<file path="src/design/ohs_consts.svh">
// Offsets, field positions, reset values and timing counts of the host select block.
// Assumes inclusion by bare name from design files and the checker.
`ifndef OHS_CONSTS_SVH
`define OHS_CONSTS_SVH

// Clock rate and host reset pulse
`define OHS_CLK_MHZ 100
`define OHS_RST_MIN_NS 40
`define OHS_RST_MIN_CYC ((`OHS_RST_MIN_NS * `OHS_CLK_MHZ + 999) / 1000)

// Channel register offsets (A3:A0 with A7 low)
`define OHS_CH_DATA 4'h0
`define OHS_CH_FCR 4'h2
`define OHS_CH_MCR 4'h4

// Channel register fields
`define OHS_MCR_IR_BIT 6
`define OHS_MCR_PRE_BIT 7
`define OHS_FCR_EN_BIT 0
`define OHS_FCR_RXCLR_BIT 1
`define OHS_FCR_TXCLR_BIT 2

// Global register offsets (A3:A0 with A7 high)
`define OHS_G_INT0 4'h0
`define OHS_G_INT1 4'h1
`define OHS_G_INT2 4'h2
`define OHS_G_INT3 4'h3
`define OHS_G_TCTL 4'h4
`define OHS_G_TLO 4'h6
`define OHS_G_THI 4'h7
`define OHS_G_BCAST 4'h8
`define OHS_G_RESET 4'h9

// Global register fields
`define OHS_BCAST_BIT 0
`define OHS_TCTL_RUN_BIT 0
`define OHS_TCTL_EXT_BIT 1

// Reset values
`define OHS_MCR_RST 8'h00
`define OHS_FCR_RST 8'h00
`define OHS_TLOAD_RST 16'h0000

// FIFO trigger levels and prescaler terminal count
`define OHS_TRIG_L0 5'h01
`define OHS_TRIG_L1 5'h04
`define OHS_TRIG_L2 5'h08
`define OHS_TRIG_L3 5'h0E
`define OHS_PRE_LAST 2'h3

`endif

</file>
<file path="src/design/ohs_pkg.sv">
// Types shared by the host select block.
// Assumes nothing of its surroundings.
package ohs_pkg;
   typedef logic [7:0] ohs_byte_t;
   typedef enum logic [1:0] {OHS_IDLE, OHS_RD, OHS_WR} ohs_acc_t;
endpackage : ohs_pkg

</file>
<file path="src/design/ohs_fifo.sv">
// Byte FIFO with registered head word (first word falls through).
// Assumes push is refused when full and pop is ignored when empty.
`timescale 1ns/1ps
`default_nettype none
module ohs_fifo #(
   parameter int W = 8,
   parameter int DEPTH = 16,
   parameter int AW = 4
) (
   input wire logic clk_i,
   input wire logic rst_n_i,
   input wire logic clr_i,
   input wire logic push_i,
   input wire logic [W-1:0] wdata_i,
   input wire logic pop_i,
   output logic [W-1:0] rdata_o,
   output logic valid_o,
   output logic full_o,
   output logic [AW:0] count_o
);
   localparam logic [AW:0] FULL_CNT = (AW+1)'(DEPTH);
   logic [W-1:0] mem_q [DEPTH];
   logic [AW-1:0] wr_q, rd_q;
   logic [AW:0] count_q, count_d;
   logic [W-1:0] rdata_q, rdata_d;
   logic valid_q;
   wire logic do_push, do_pop, to_head;
   wire logic [AW-1:0] rd_nx;

   // Accept, occupancy and next head word
   assign do_push = push_i & (count_q != FULL_CNT);
   assign do_pop = pop_i & (count_q != '0);
   assign rd_nx = rd_q + 1'b1;
   assign to_head = do_push & ((count_q == '0) | ((count_q == (AW+1)'(1)) & do_pop));
   assign count_d = (do_push & ~do_pop) ? count_q + 1'b1 :
                    (do_pop & ~do_push) ? count_q - 1'b1 : count_q;
   assign rdata_d = to_head ? wdata_i : (do_pop ? mem_q[rd_nx] : rdata_q);

   // Storage array, no reset needed
   always_ff @(posedge clk_i)
   begin
      if (do_push)
      begin
         mem_q[wr_q] <= wdata_i;
      end
   end

   // Pointers, count and head register
   always_ff @(posedge clk_i or negedge rst_n_i)
   begin
      if (!rst_n_i)
      begin
         wr_q <= '0;
         rd_q <= '0;
         count_q <= '0;
         rdata_q <= '0;
         valid_q <= 1'b0;
      end
      else if (clr_i)
      begin
         wr_q <= '0;
         rd_q <= '0;
         count_q <= '0;
         valid_q <= 1'b0;
      end
      else
      begin
         wr_q <= do_push ? wr_q + 1'b1 : wr_q;
         rd_q <= do_pop ? rd_nx : rd_q;
         count_q <= count_d;
         rdata_q <= rdata_d;
         valid_q <= (count_d != '0); // Not empty, kept in a flop for the output
      end
   end

   assign rdata_o = rdata_q;
   assign valid_o = valid_q;
   assign full_o = (count_q == FULL_CNT);
   assign count_o = count_q;
endmodule : ohs_fifo
`default_nettype wire

</file>
<file path="src/design/ohs_host_select.sv">
// Host bus port of the eight channel serial device: channel decode, broadcast
// write, global registers, resets, infrared start-up, FIFOs, prescalers, timer.
// Assumes all pins but timer_ext_clock_i synchronous to sys_clk_i; channel cores sit outside.
//
// Behaviour
// Sample infrared pin into every modem control bit6
// Host must pulse reset at power-up
// Hardware reset clears registers and serial outputs
// Host holds reset low over 40 ns
// Writing reset register resets every channel
// Chip select low needed; high ignores cycles
// A7 low: A6:A4 picks one channel
// Broadcast bit makes writes hit all channels
// Host uses broadcast carefully on active channels
// Style pin picks strobe or enable bus
// Four interrupt source registers in global space
// Sixteen byte FIFOs each way, programmable triggers
// Baud prescaler divides clock by 1 or 4
// Sixteen bit timer with external clock input
// A7 high selects global registers by A3:A0
`include "ohs_consts.svh"
`timescale 1ns/1ps
`default_nettype none
module ohs_host_select #(
   parameter int NCH = 8,
   parameter int FIFO_DEPTH = 16,
   parameter int TMR_W = 16
) (
   input wire logic sys_clk_i,
   input wire logic reset_n_i,
   input wire logic bus_style_i,
   input wire logic cs_n_i,
   input wire logic read_strobe_n_i,
   input wire logic write_strobe_n_i,
   input wire logic [7:0] addr_i,
   input wire ohs_pkg::ohs_byte_t data_i,
   output ohs_pkg::ohs_byte_t data_o,
   output logic data_oe_n_o,
   input wire logic infrared_startup_pin_i,
   input wire logic timer_ext_clock_i,
   input wire logic sleep_wake_i,
   input wire logic [NCH-1:0] chan_irq_i,
   input wire logic [2*NCH-1:0] chan_irq_code_i,
   input wire logic [8*NCH-1:0] chan_rd_data_i,
   output logic [NCH-1:0] chan_wr_o,
   output logic [NCH-1:0] chan_rd_o,
   output logic [3:0] chan_reg_o,
   output ohs_pkg::ohs_byte_t chan_wdata_o,
   output logic chan_soft_reset_o,
   output logic [NCH-1:0] ir_mode_o,
   output logic [NCH-1:0] baud_tick_o,
   output logic [8*NCH-1:0] tx_data_o,
   output logic [NCH-1:0] tx_valid_o,
   input wire logic [NCH-1:0] tx_pop_i,
   input wire logic [NCH-1:0] rx_push_i,
   input wire logic [8*NCH-1:0] rx_data_i,
   output logic [NCH-1:0] rx_full_o,
   output logic [NCH-1:0] tx_trig_o,
   output logic [NCH-1:0] rx_trig_o
);
   import ohs_pkg::*;

   localparam int CAW = $clog2(FIFO_DEPTH);

   // One-hot channel decode
   function automatic logic [NCH-1:0] ohs_onehot(input logic [2:0] ch);
      ohs_onehot = '0;
      ohs_onehot[ch] = 1'b1;
   endfunction : ohs_onehot

   // Trigger level from a two bit FIFO control field
   function automatic logic [CAW:0] ohs_trig(input logic [1:0] sel);
      logic [4:0] lvl;
      lvl = (sel == 2'h0) ? `OHS_TRIG_L0 : (sel == 2'h1) ? `OHS_TRIG_L1 :
            (sel == 2'h2) ? `OHS_TRIG_L2 : `OHS_TRIG_L3;
      ohs_trig = (CAW+1)'(lvl);
   endfunction : ohs_trig

   ohs_acc_t acc_q, acc_d;
   ohs_byte_t data_q, chan_wdata_q;
   logic oe_n_q, bcast_q, soft_rst_q, ir_load_q, tmr_flag_q;
   logic [1:0] tctl_q;
   logic [TMR_W-1:0] tload_q;
   logic [NCH-1:0] chan_wr_q, chan_rd_q;
   logic [3:0] chan_reg_q;
   wire logic rd_lvl, wr_lvl, rd_start, wr_start, is_glob;
   wire logic g_wr, int1_rd, tmr_load, tmr_expire;
   wire logic [2:0] ch_sel;
   wire logic [3:0] reg_sel;
   wire logic [NCH-1:0] wr_vec, rd_vec;
   wire logic [TMR_W-1:0] tmr_count;
   wire ohs_byte_t glob_rdata, ch_rdata, int1_val, int2_val, int3_val;
   wire logic [8*NCH-1:0] mcr_all, rx_head_all;

   // Bus style: strobe pins, or chip select as enable with write pin as read/write
   assign rd_lvl = ~cs_n_i & (bus_style_i ? ~read_strobe_n_i : write_strobe_n_i);
   assign wr_lvl = ~cs_n_i & ~write_strobe_n_i;
   assign rd_start = (acc_q == OHS_IDLE) & rd_lvl;
   assign wr_start = (acc_q == OHS_IDLE) & wr_lvl & ~rd_lvl;

   // Address split into space, channel and register
   assign is_glob = addr_i[7];
   assign ch_sel = addr_i[6:4];
   assign reg_sel = addr_i[3:0];
   assign wr_vec = (wr_start & ~is_glob) ?
                   (bcast_q ? {NCH{1'b1}} : ohs_onehot(ch_sel)) : '0;
   assign rd_vec = (rd_start & ~is_glob) ? ohs_onehot(ch_sel) : '0;

   // Global register strobes
   assign g_wr = wr_start & is_glob;
   assign int1_rd = rd_start & is_glob & (reg_sel == `OHS_G_INT1);
   assign tmr_load = g_wr & (reg_sel == `OHS_G_THI);

   // Interrupt source summary
   assign int1_val = {6'h00, sleep_wake_i, tmr_flag_q};
   assign int2_val = chan_irq_code_i[7:0];
   assign int3_val = chan_irq_code_i[15:8];

   // Global read selection
   assign glob_rdata = (reg_sel == `OHS_G_INT0) ? chan_irq_i[7:0] :
                       (reg_sel == `OHS_G_INT1) ? int1_val :
                       (reg_sel == `OHS_G_INT2) ? int2_val :
                       (reg_sel == `OHS_G_INT3) ? int3_val :
                       (reg_sel == `OHS_G_TCTL) ? {6'h00, tctl_q} :
                       (reg_sel == `OHS_G_TLO) ? tmr_count[7:0] :
                       (reg_sel == `OHS_G_THI) ? tmr_count[15:8] :
                       (reg_sel == `OHS_G_BCAST) ? {7'h00, bcast_q} : 8'h00;

   // Channel read selection, other offsets come from the channel core
   assign ch_rdata = (reg_sel == `OHS_CH_DATA) ? rx_head_all[{ch_sel, 3'h0} +: 8] :
                     (reg_sel == `OHS_CH_MCR) ? mcr_all[{ch_sel, 3'h0} +: 8] :
                     chan_rd_data_i[{ch_sel, 3'h0} +: 8];

   // Access tracker: one action per strobe assertion
   always_comb
   begin
      acc_d = acc_q;
      case (acc_q)
         OHS_IDLE: acc_d = rd_lvl ? OHS_RD : (wr_lvl ? OHS_WR : OHS_IDLE);
         OHS_RD: acc_d = rd_lvl ? OHS_RD : OHS_IDLE;
         OHS_WR: acc_d = wr_lvl ? OHS_WR : OHS_IDLE;
         default: acc_d = OHS_IDLE;
      endcase
   end

   // Bus side registers and channel strobes
   always_ff @(posedge sys_clk_i or negedge reset_n_i)
   begin
      if (!reset_n_i)
      begin
         acc_q <= OHS_IDLE;
         data_q <= 8'h00;
         oe_n_q <= 1'b1;
         chan_wr_q <= '0;
         chan_rd_q <= '0;
         chan_reg_q <= 4'h0;
         chan_wdata_q <= 8'h00;
      end
      else
      begin
         acc_q <= acc_d;
         data_q <= rd_start ? (is_glob ? glob_rdata : ch_rdata) : data_q;
         oe_n_q <= ~(acc_d == OHS_RD);
         chan_wr_q <= wr_vec;
         chan_rd_q <= rd_vec;
         chan_reg_q <= (rd_start | wr_start) ? reg_sel : chan_reg_q;
         chan_wdata_q <= wr_start ? data_i : chan_wdata_q;
      end
   end

   // Global configuration registers, soft reset and infrared sampling
   always_ff @(posedge sys_clk_i or negedge reset_n_i)
   begin
      if (!reset_n_i)
      begin
         bcast_q <= 1'b0;
         tctl_q <= 2'h0;
         tload_q <= `OHS_TLOAD_RST;
         soft_rst_q <= 1'b0;
         ir_load_q <= 1'b1;
         tmr_flag_q <= 1'b0;
      end
      else
      begin
         soft_rst_q <= g_wr & (reg_sel == `OHS_G_RESET);
         ir_load_q <= soft_rst_q;
         tmr_flag_q <= tmr_expire | (tmr_flag_q & ~int1_rd);
         if (g_wr & (reg_sel == `OHS_G_BCAST))
         begin
            bcast_q <= data_i[`OHS_BCAST_BIT];
         end
         if (g_wr & (reg_sel == `OHS_G_TCTL))
         begin
            tctl_q <= data_i[1:0];
         end
         if (g_wr & (reg_sel == `OHS_G_TLO))
         begin
            tload_q[7:0] <= data_i;
         end
         if (tmr_load)
         begin
            tload_q[15:8] <= data_i;
         end
      end
   end

   // General purpose timer
   ohs_timer16 #(
      .W(TMR_W)
   ) u_timer (
      .clk_i(sys_clk_i),
      .rst_n_i(reset_n_i),
      .run_i(tctl_q[`OHS_TCTL_RUN_BIT]),
      .ext_sel_i(tctl_q[`OHS_TCTL_EXT_BIT]),
      .ext_clk_i(timer_ext_clock_i),
      .load_i(tmr_load),
      .load_val_i({data_i, tload_q[7:0]}),
      .count_o(tmr_count),
      .expire_o(tmr_expire)
   );

   // Per channel control registers, prescaler and FIFOs
   for (genvar c = 0; c < NCH; c++)
   begin : g_ch
      ohs_byte_t mcr_q, fcr_q;
      logic [1:0] pre_q;
      logic tick_q, rxt_q, txt_q, rxf_q;
      logic [CAW:0] tx_cnt, rx_cnt;
      wire logic tx_v, rx_v, rx_f, tx_clr, rx_clr, fcr_wr, mcr_wr, fifo_on;

      assign mcr_wr = wr_vec[c] & (reg_sel == `OHS_CH_MCR);
      assign fcr_wr = wr_vec[c] & (reg_sel == `OHS_CH_FCR);
      assign tx_clr = soft_rst_q | (fcr_wr & data_i[`OHS_FCR_TXCLR_BIT]);
      assign rx_clr = soft_rst_q | (fcr_wr & data_i[`OHS_FCR_RXCLR_BIT]);
      assign fifo_on = fcr_q[`OHS_FCR_EN_BIT];
      assign mcr_all[8*c +: 8] = mcr_q;

      // Modem control, FIFO control, prescaler and trigger flags
      always_ff @(posedge sys_clk_i or negedge reset_n_i)
      begin
         if (!reset_n_i)
         begin
            mcr_q <= `OHS_MCR_RST;
            fcr_q <= `OHS_FCR_RST;
            pre_q <= 2'h0;
            tick_q <= 1'b0;
            rxt_q <= 1'b0;
            txt_q <= 1'b0;
            rxf_q <= 1'b0;
         end
         else
         begin
            if (soft_rst_q)
            begin
               mcr_q <= `OHS_MCR_RST;
               fcr_q <= `OHS_FCR_RST;
            end
            else
            begin
               mcr_q <= mcr_wr ? data_i : mcr_q;
               fcr_q <= fcr_wr ? data_i : fcr_q;
               if (ir_load_q)
               begin
                  mcr_q[`OHS_MCR_IR_BIT] <= infrared_startup_pin_i;
               end
            end
            pre_q <= pre_q + 2'h1;
            tick_q <= mcr_q[`OHS_MCR_PRE_BIT] ? (pre_q == `OHS_PRE_LAST) : 1'b1;
            rxt_q <= fifo_on ? (rx_cnt >= ohs_trig(fcr_q[7:6])) : rx_v;
            txt_q <= fifo_on ? (tx_cnt <= ohs_trig(fcr_q[5:4])) : ~tx_v;
            rxf_q <= rx_f;
         end
      end

      // Transmit FIFO filled by host data writes
      ohs_fifo #(
         .W(8),
         .DEPTH(FIFO_DEPTH),
         .AW(CAW)
      ) u_tx (
         .clk_i(sys_clk_i),
         .rst_n_i(reset_n_i),
         .clr_i(tx_clr),
         .push_i(wr_vec[c] & (reg_sel == `OHS_CH_DATA)),
         .wdata_i(data_i),
         .pop_i(tx_pop_i[c]),
         .rdata_o(tx_data_o[8*c +: 8]),
         .valid_o(tx_v),
         .full_o(),
         .count_o(tx_cnt)
      );

      // Receive FIFO drained by host data reads
      ohs_fifo #(
         .W(8),
         .DEPTH(FIFO_DEPTH),
         .AW(CAW)
      ) u_rx (
         .clk_i(sys_clk_i),
         .rst_n_i(reset_n_i),
         .clr_i(rx_clr),
         .push_i(rx_push_i[c]),
         .wdata_i(rx_data_i[8*c +: 8]),
         .pop_i(rd_vec[c] & (reg_sel == `OHS_CH_DATA)),
         .rdata_o(rx_head_all[8*c +: 8]),
         .valid_o(rx_v),
         .full_o(rx_f),
         .count_o(rx_cnt)
      );

      assign ir_mode_o[c] = mcr_q[`OHS_MCR_IR_BIT];
      assign baud_tick_o[c] = tick_q;
      assign tx_valid_o[c] = tx_v;
      assign rx_full_o[c] = rxf_q;
      assign rx_trig_o[c] = rxt_q;
      assign tx_trig_o[c] = txt_q;
   end

   // Registered outputs
   assign data_o = data_q;
   assign data_oe_n_o = oe_n_q;
   assign chan_wr_o = chan_wr_q;
   assign chan_rd_o = chan_rd_q;
   assign chan_reg_o = chan_reg_q;
   assign chan_wdata_o = chan_wdata_q;
   assign chan_soft_reset_o = soft_rst_q;
endmodule : ohs_host_select
`default_nettype wire

</file>
<file path="src/design/ohs_timer16.sv">
// Reloading down counter that runs on the system clock or on an external clock pin.
// Assumes the external clock is slower than half the system clock.
`timescale 1ns/1ps
`default_nettype none
module ohs_timer16 #(
   parameter int W = 16
) (
   input wire logic clk_i,
   input wire logic rst_n_i,
   input wire logic run_i,
   input wire logic ext_sel_i,
   input wire logic ext_clk_i,
   input wire logic load_i,
   input wire logic [W-1:0] load_val_i,
   output logic [W-1:0] count_o,
   output logic expire_o
);
   logic ext_s1_q, ext_s2_q, ext_s3_q;
   logic [W-1:0] cnt_q, reload_q;
   logic expire_q;
   wire logic ext_rise, tick;

   // Rising edge of the synchronised external clock; ext_sel_i selects the count source
   assign ext_rise = ext_s2_q & ~ext_s3_q;
   assign tick = run_i & (ext_sel_i ? ext_rise : 1'b1);

   // Synchroniser for the external clock pin
   always_ff @(posedge clk_i or negedge rst_n_i)
   begin
      if (!rst_n_i)
      begin
         ext_s1_q <= 1'b0;
         ext_s2_q <= 1'b0;
         ext_s3_q <= 1'b0;
      end
      else
      begin
         ext_s1_q <= ext_clk_i;
         ext_s2_q <= ext_s1_q;
         ext_s3_q <= ext_s2_q;
      end
   end

   // Counter with reload at zero
   always_ff @(posedge clk_i or negedge rst_n_i)
   begin
      if (!rst_n_i)
      begin
         cnt_q <= '0;
         reload_q <= '0;
         expire_q <= 1'b0;
      end
      else
      begin
         expire_q <= 1'b0;
         if (load_i)
         begin
            cnt_q <= load_val_i;
            reload_q <= load_val_i;
         end
         else if (tick)
         begin
            cnt_q <= (cnt_q == '0) ? reload_q : cnt_q - 1'b1;
            expire_q <= (cnt_q == '0);
         end
      end
   end

   assign count_o = cnt_q;
   assign expire_o = expire_q;
endmodule : ohs_timer16
`default_nettype wire

</file>
<file path="config.mk">
export PLATFORM = sky130hd
export DESIGN_NAME = ohs_host_select
export DESIGN_NICKNAME = d
export VERILOG_FILES = /design/src/design/ohs_pkg.sv /design/src/design/ohs_fifo.sv /design/src/design/ohs_host_select.sv /design/src/design/ohs_timer16.sv
export VERILOG_INCLUDE_DIRS = /design/src /design/src/design
export SDC_FILE = /design/constraint.sdc
export NUM_CORES = 2
export LEC_CHECK = 0
export CAP_MARGIN = 20
export CORE_MARGIN = 1.5
export CORE_UTILIZATION = 55
export CTS_BUF_LIST = sky130_fd_sc_hd__clkbuf_4 sky130_fd_sc_hd__clkbuf_8
export CTS_CLUSTER_DIAMETER = 60
export DETAILED_ROUTE_END_ITERATION = 6
export DONT_BUFFER_PORTS = 1
export GPL_TIMING_DRIVEN = 0
export PLACE_DENSITY = 0.7
export SLEW_MARGIN = 20
export SYNTH_ARGS = -nofsm -noshare
export SYNTH_HDL_FRONTEND = slang
export SYNTH_SLANG_ARGS = --single-unit
</file>
<file path="constraint.sdc">
create_clock -name sys_clk_i -period 7.1 [get_ports sys_clk_i]
set_clock_uncertainty 0.2 [all_clocks]
set_input_delay 1.42 -clock sys_clk_i [delete_from_list [all_inputs] [get_ports sys_clk_i]]
set_output_delay 1.42 -clock sys_clk_i [all_outputs]
set_load 0.1 [all_outputs]
</file>
; Yosys cells after proc, flatten, opt, wreduce, memory -nomap -nowiden
; Memory sizes are Yosys's and may differ from the RTL's.
; Index checks and enable logic that the tools add are counted.
[totals]
latch_bits = 0
mem_bits_rw = 2048
memories = 16
wordCells = 1112
in_bits = 193
romBits = 0
out_inout_bits = 150
reg_bits = 617
[mem_list]
columns = name, depth, width, read_ports, rd_ports_with_merged_regs, wr, line_no
row1 = g_ch[0].u_rx.mem_q, 16, 8, 1, 0, 1, ohs_fifo.sv:22  ; logic [W-1:0] mem_q [DEPTH];
row2 = g_ch[0].u_tx.mem_q, 16, 8, 1, 0, 1, ohs_fifo.sv:22
row3 = g_ch[1].u_rx.mem_q, 16, 8, 1, 0, 1, ohs_fifo.sv:22
row4 = g_ch[1].u_tx.mem_q, 16, 8, 1, 0, 1, ohs_fifo.sv:22
row5 = g_ch[2].u_rx.mem_q, 16, 8, 1, 0, 1, ohs_fifo.sv:22
row6 = g_ch[2].u_tx.mem_q, 16, 8, 1, 0, 1, ohs_fifo.sv:22
row7 = 10 more memories, -, -, -, -, -, -
[classes]
n_mul = 0
add_sub_neg = 73
n_div = 0
bitwise_logic = 260
reduce_logical = 157
shift = 3
muxes = 331
n_eq_ne = 91
n_lt_le_gt_ge = 18
[op_table]
columns = operator, count
row1 = two-way mux 8 bit, 77
row2 = two-way mux 4 bit, 96
row3 = two-way mux 5 bit, 48
row4 = variable part select 64 x 7 -> 8 bit, 3
row5 = AND 1 bit, 162
row6 = nonzero test 5 bit, 32
row7 = nonzero test 2 bit, 65
row8 = adder 4 x 1 -> 4 bit (second input constant), 32
row9 = two-way mux 1 bit, 87
row10 = adder 5 x 1 -> 5 bit (second input constant), 16
row11 = == test 5 x 1 -> 1 bit (second input constant), 16
row12 = logical NOT 5 bit, 16
row13 = inequality test 5 bit (second input constant), 16
row14 = subtractor 5 x 1 -> 5 bit (second input constant), 16
row15 = inverter 1 bit, 64
row16 = == test 2 bit (second input constant), 25
row17 = two-way mux 16 bit, 3
row18 = two-way mux 3 bit, 16
row19 = == test 5 bit (second input constant), 8
row20 = greater-or-equal comparator 5 x 4 -> 1 bit, 8
row21 = less-or-equal comparator 5 x 4 -> 1 bit, 8
row22 = == test 2 x 1 -> 1 bit (second input constant), 18
row23 = logical NOT 2 bit, 17
row24 = bitwise OR 1 bit, 34
row25 = 16 further kinds, 50

; Depth between registers and ports, before layout
[logic_depth]
word_depth = 15
ltp_mapped = 11
ltp_nobuf = 8

; Cells and area by module
; From an unflattened synthesis, not the netlist that was laid out.
[hier_totals]
cells_unflattened = 6905
area_unflattened_um2 = 114568.6
[by_module_without_submodules]
columns = mod, cells_per_inst, area_per_inst_um2, instances, seq_area_each_um2
row1 = ohs_fifo at g_ch[1].u_rx ..., 320, 6189.7, 10, 4394.2
row2 = ohs_fifo at g_ch[6].u_rx ..., 371, 6386.1, 4, 4394.2
row3 = ohs_host_select, 1309, 12460.7, 1, 5132.4
row4 = ohs_fifo at g_ch[0].u_rx, 385, 6470.0, 1, 4394.2
row5 = ohs_fifo at g_ch[0].u_tx, 330, 6234.7, 1, 4394.2
row6 = ohs_timer16, 197, 1961.9, 1, 900.9

; Worst setup path after synthesis
; OpenSTA, ideal clock, no wires.
[synth_timing]
path_kind = input-to-reg
startpoint = input port addr_i[1]
endpoint = memory g_ch[0].u_tx.mem_q[3][0] (enable)
path_buffers = 3
setup_ns = 0.383
arrival_ns = 3.845
required_ns = 6.517
stages = 8
setup_slack_ns = 2.671
cell_sequence = clkbuf_1 -> nor4_1 -> buf_2 -> nand4_2 -> clkbuf_1 -> nor2_1 -> nand2_1 -> nor3_1
[synth_via]
elab_chain_cells = 5
[synth_rtl]
columns = element, line_no
row1 = from (decl), ohs_host_select.sv:35  ; input wire logic [7:0] addr_i,
row2 = logical NOT 4 bit (no source line), -
row3 = AND 1 bit, ohs_host_select.sv:284  ; .push_i(wr_vec[c] & (reg_sel == `OHS_CH_DATA)),
row4 = AND 1 bit, ohs_fifo.sv:31  ; assign do_push = push_i & (count_q != FULL_CNT);
row5 = two-way mux 1 bit, ohs_fifo.sv:42  ; if (do_push)
row6 = two-way mux 1 bit (not written as such), ohs_fifo.sv:44  ; mem_q[wr_q] <= wdata_i;
row7 = to (decl), ohs_fifo.sv:22
; No other way between the ends.

; Worst setup path in the final report
[layout_timing]
startpoint = input port addr_i[0]
endpoint = memory g_ch[5].u_tx.mem_q[7][5] (enable)
[layout_via]
elab_chain_cells = 5
[layout_rtl]
columns = element, line_no
row1 = logical NOT 4 bit (no source line), -
row2 = AND 1 bit, ohs_host_select.sv:284
row3 = AND 1 bit, ohs_fifo.sv:31
row4 = two-way mux 1 bit, ohs_fifo.sv:42
row5 = two-way mux 1 bit (not written as such), ohs_fifo.sv:44
row6 = to (decl), ohs_fifo.sv:22
; No other way between the ends.

==> reports/summary.txt <==
Share of the synthesized area in the top cell type: 54.5%
Grt met3 use: 6.13%
Num Clock Sinks: 2641
Syn Nets: 7256
Post-synth top area cell: edfxtp_1
CP Capture Type: register
Clk root buf: clkbuf_8
Via density per instance: 6.25
Clk slew on worst S/H paths: 60 ps
Initial antenna violation count: 84
Post-Syn Area: 0.113 mm²
Setup Total Neg Slack: 0 ps
CTS tree: done
Max-slew headroom: 14.9%
IO buf count: 0
H-Tree Depth: 5
Total CTS buffers: 426
Pwr/cell area: 363 mW/mm²
Die ar.: 0.208 mm²
Sw Ratio: 33.0%
Synth Instances: 6845
Post-CTS Setup Inserts: 0
GRT busiest layer: met2
Clock group share of total power: 29.4%
Worst stage delay on the critical path: 830 ps
CP Data Arrival Time: 6210 ps
WS Path Type: in2reg
Initial Utilization: 55.2%
DRT Pass-1 Iters: 7
Worst slew pin tran: 1280 ps
Most frequent cell after synthesis: edfxtp_1
Peak VDD IR: 0.000440 V
Top cells by instance count after synthesis: edfxtp_1, mux4_2, dfrtp_1
Final setup violation count: 0
Failing checks: design-rule violations
Die Y: 456 µm
Syn avg cell area: 16.5 µm²
DRT Wirelength: 309 mm
Number of DRC markers in iteration 0: 6961
GRT Util Overall: 29.6%
Ys flop type: edfxtp_1
Number of synthesized flops with an enable pin: 2048
GR Layer Usage met2: 47.1%
Req. time, crit path: 7600 ps
Final worst path period share: 80.4%
Post-Place Cells: 9549
Synth Register Bits: 2641
Worst-Skew Late Latency: 1140 ps
Int Power: 0.0306 W
FF-to-FF setup slack: 1900 ps
Reg power frac: 46.2%
Met1 usage: 37.0%
Crit path time final: 5710 ps
Crit-path leading delay family: simple AND/OR/NAND/NOR gates
Psw: 0.0151 W
MaxCap Viol Count: 0
Vias in the first global route: 65174
Worst-path maximum fanout: 10
Outcome: finished with violations
Worst Hold Class: reg2reg
PostCTS Resize Cnt: 0
Layout cell share with drive strength beyond 1: 21.1%
Top cells by area, synth: edfxtp_1, dfrtp_1, mux4_2
Hold Vio Cnt, Final: 0
Total power: 0.0457 W
Most frequent CP cell: clkbuf_1
Vias: 65050
Area grow syn2layout: 11.5%
Final Max Slew Viols: 0
Maximum clock rate: 175 MHz
WL/cell: 29.7 µm
Post-DP HPWL: 214 mm
Finished Core Util: 61.6%
GPL Wtd Cong: 0.969
Largest net degree at the start of global routing: 594
Final ANT Viol Nets: 0
First-pass GRT wire length: 446 mm
CP Launch Type: primary input
Boundary Pins: 343
Synth unique cells: 96
Ys Warns: 0
Max clock buf depth: 4
NumNets Final: 7705
Post-synth ARST share: 22.5%
Overflow after GRT: 0
Die W: 456 µm
Critical path's slowest cell: nor4_1
Final std cells w/o fill: 10402
WP buf/inv: 4
DRC Markers: 2
RSZ-0062 raised after global routing: no
WHS: 149 ps
Comb power frac: 24.4%
P_leak: 43.6 nW
Core area: 0.204 mm²
Cell breakdown of the critical path: clkbuf_1, nor4_1, buf_2, nand4_2, clkbuf_1, clkbuf_1, nor2_1, nand2_1, nor2_1, and2_1
FP Rows: 166
Sequential area share after synthesis: 67.6%
==> worst paths after layout <==
path,to,cells after the start,from
max reg2reg,g_ch[1].u_rx.rdata_o[6],9,acc_q[1]
min,u_timer.ext_s2_q,0,u_timer.ext_s1_q
max in group asynchronous,g_ch[7].txt_q,3,reset_n_i
min in group asynchronous,g_ch[4].mcr_q[7],1,reset_n_i
max,g_ch[5].u_tx.mem_q[7][5],10,addr_i[0]
min reg2reg,u_timer.ext_s2_q,0,u_timer.ext_s1_q
==> per-layer routing <==
layer  wire [µm]  up-vias
met3       23800      711
met4       20900        4
met2      150000     3016
met5          21        -
met1      114000    33539
li1            -    27780
==> layout by cell type (no fill, tap or decap), types with 133 or more instances in the layout <==
cell      Yosys  layout
a21oi_1     168     168
and2_1      133     133
clkbuf_1    266     262
clkbuf_4      0     147
clkbuf_8      0     483
dfrtp_1     591     588
edfxtp_1   2048    2048
ha_1        218     218
inv_1       152     152
mux2i_1     185     185
mux4_2      643     643
nand2_1     477     477
nor2_1      473     471
o21ai_0     135     135
==> cells by family (layout without fill, tap and decap cells) <==
logic type | count (synthesis) | in the layout | synth area share [%]
AOI/OAI and AO/OA | 740 | 740 | 4.44
buffers and inverters | 543 | 1341 | 1.99
adders and majority gates | 221 | 221 | 2.44
other | 0 | 71 | 0
xor gates and xnor gates | 169 | 169 | 1.31
DFF | 2641 | 2641 | 67.6
and+or+nand+nor | 1648 | 1648 | 7.17
muxes | 883 | 883 | 15.0
==> final cells by class <==
cell class / instances / area [µm²]
clock buffers: 630 / 7750
clock inverters: 147 / 1010
diodes: 71 / 178
multi-input cells: 3661 / 34600
plain buffers: 389 / 1680
repair buffers: 21 / 345
fillers: 14990 / 78500
inverters: 154 / 578
flip-flops and latches: 2641 / 76300
well taps: 2688 / 3360
==> state kept, by name, indices dropped and copies added (netlist names), 40 cells and up <==
name	cells
g_ch.mcr_q	64
g_ch.u_tx.count_o	40
g_ch.fcr_q	40
g_ch.u_tx.rdata_o	64
g_ch.u_rx.count_o	40
g_ch.u_tx.mem_q	1024
g_ch.u_rx.mem_q	1024
g_ch.u_rx.rdata_o	64
==> power by group through the flow <==
stage,registers (W),clock network (W),logic (W)
6_report,0.0211,0.0134,0.0111
3_5_place_dp,0.0214,0,0.0110
4_1_cts,0.0211,0.0136,0.0111
2_1_floorplan,0.0207,0,0.00814
3_3_place_gp,0.0213,0,0.0107
5_1_grt,0.0212,0.0143,0.0120
==> metrics by stage <==
step	setup slack, ps	cell area [µm²]
2_1_floorplan	2670	113000
3_3_place_gp	204	116000
6_report	1390	126000
4_1_cts	1600	126000
5_1_grt	1210	126000
3_5_place_dp	448	117000
Note: power is estimated with default switching activity, not from simulation.
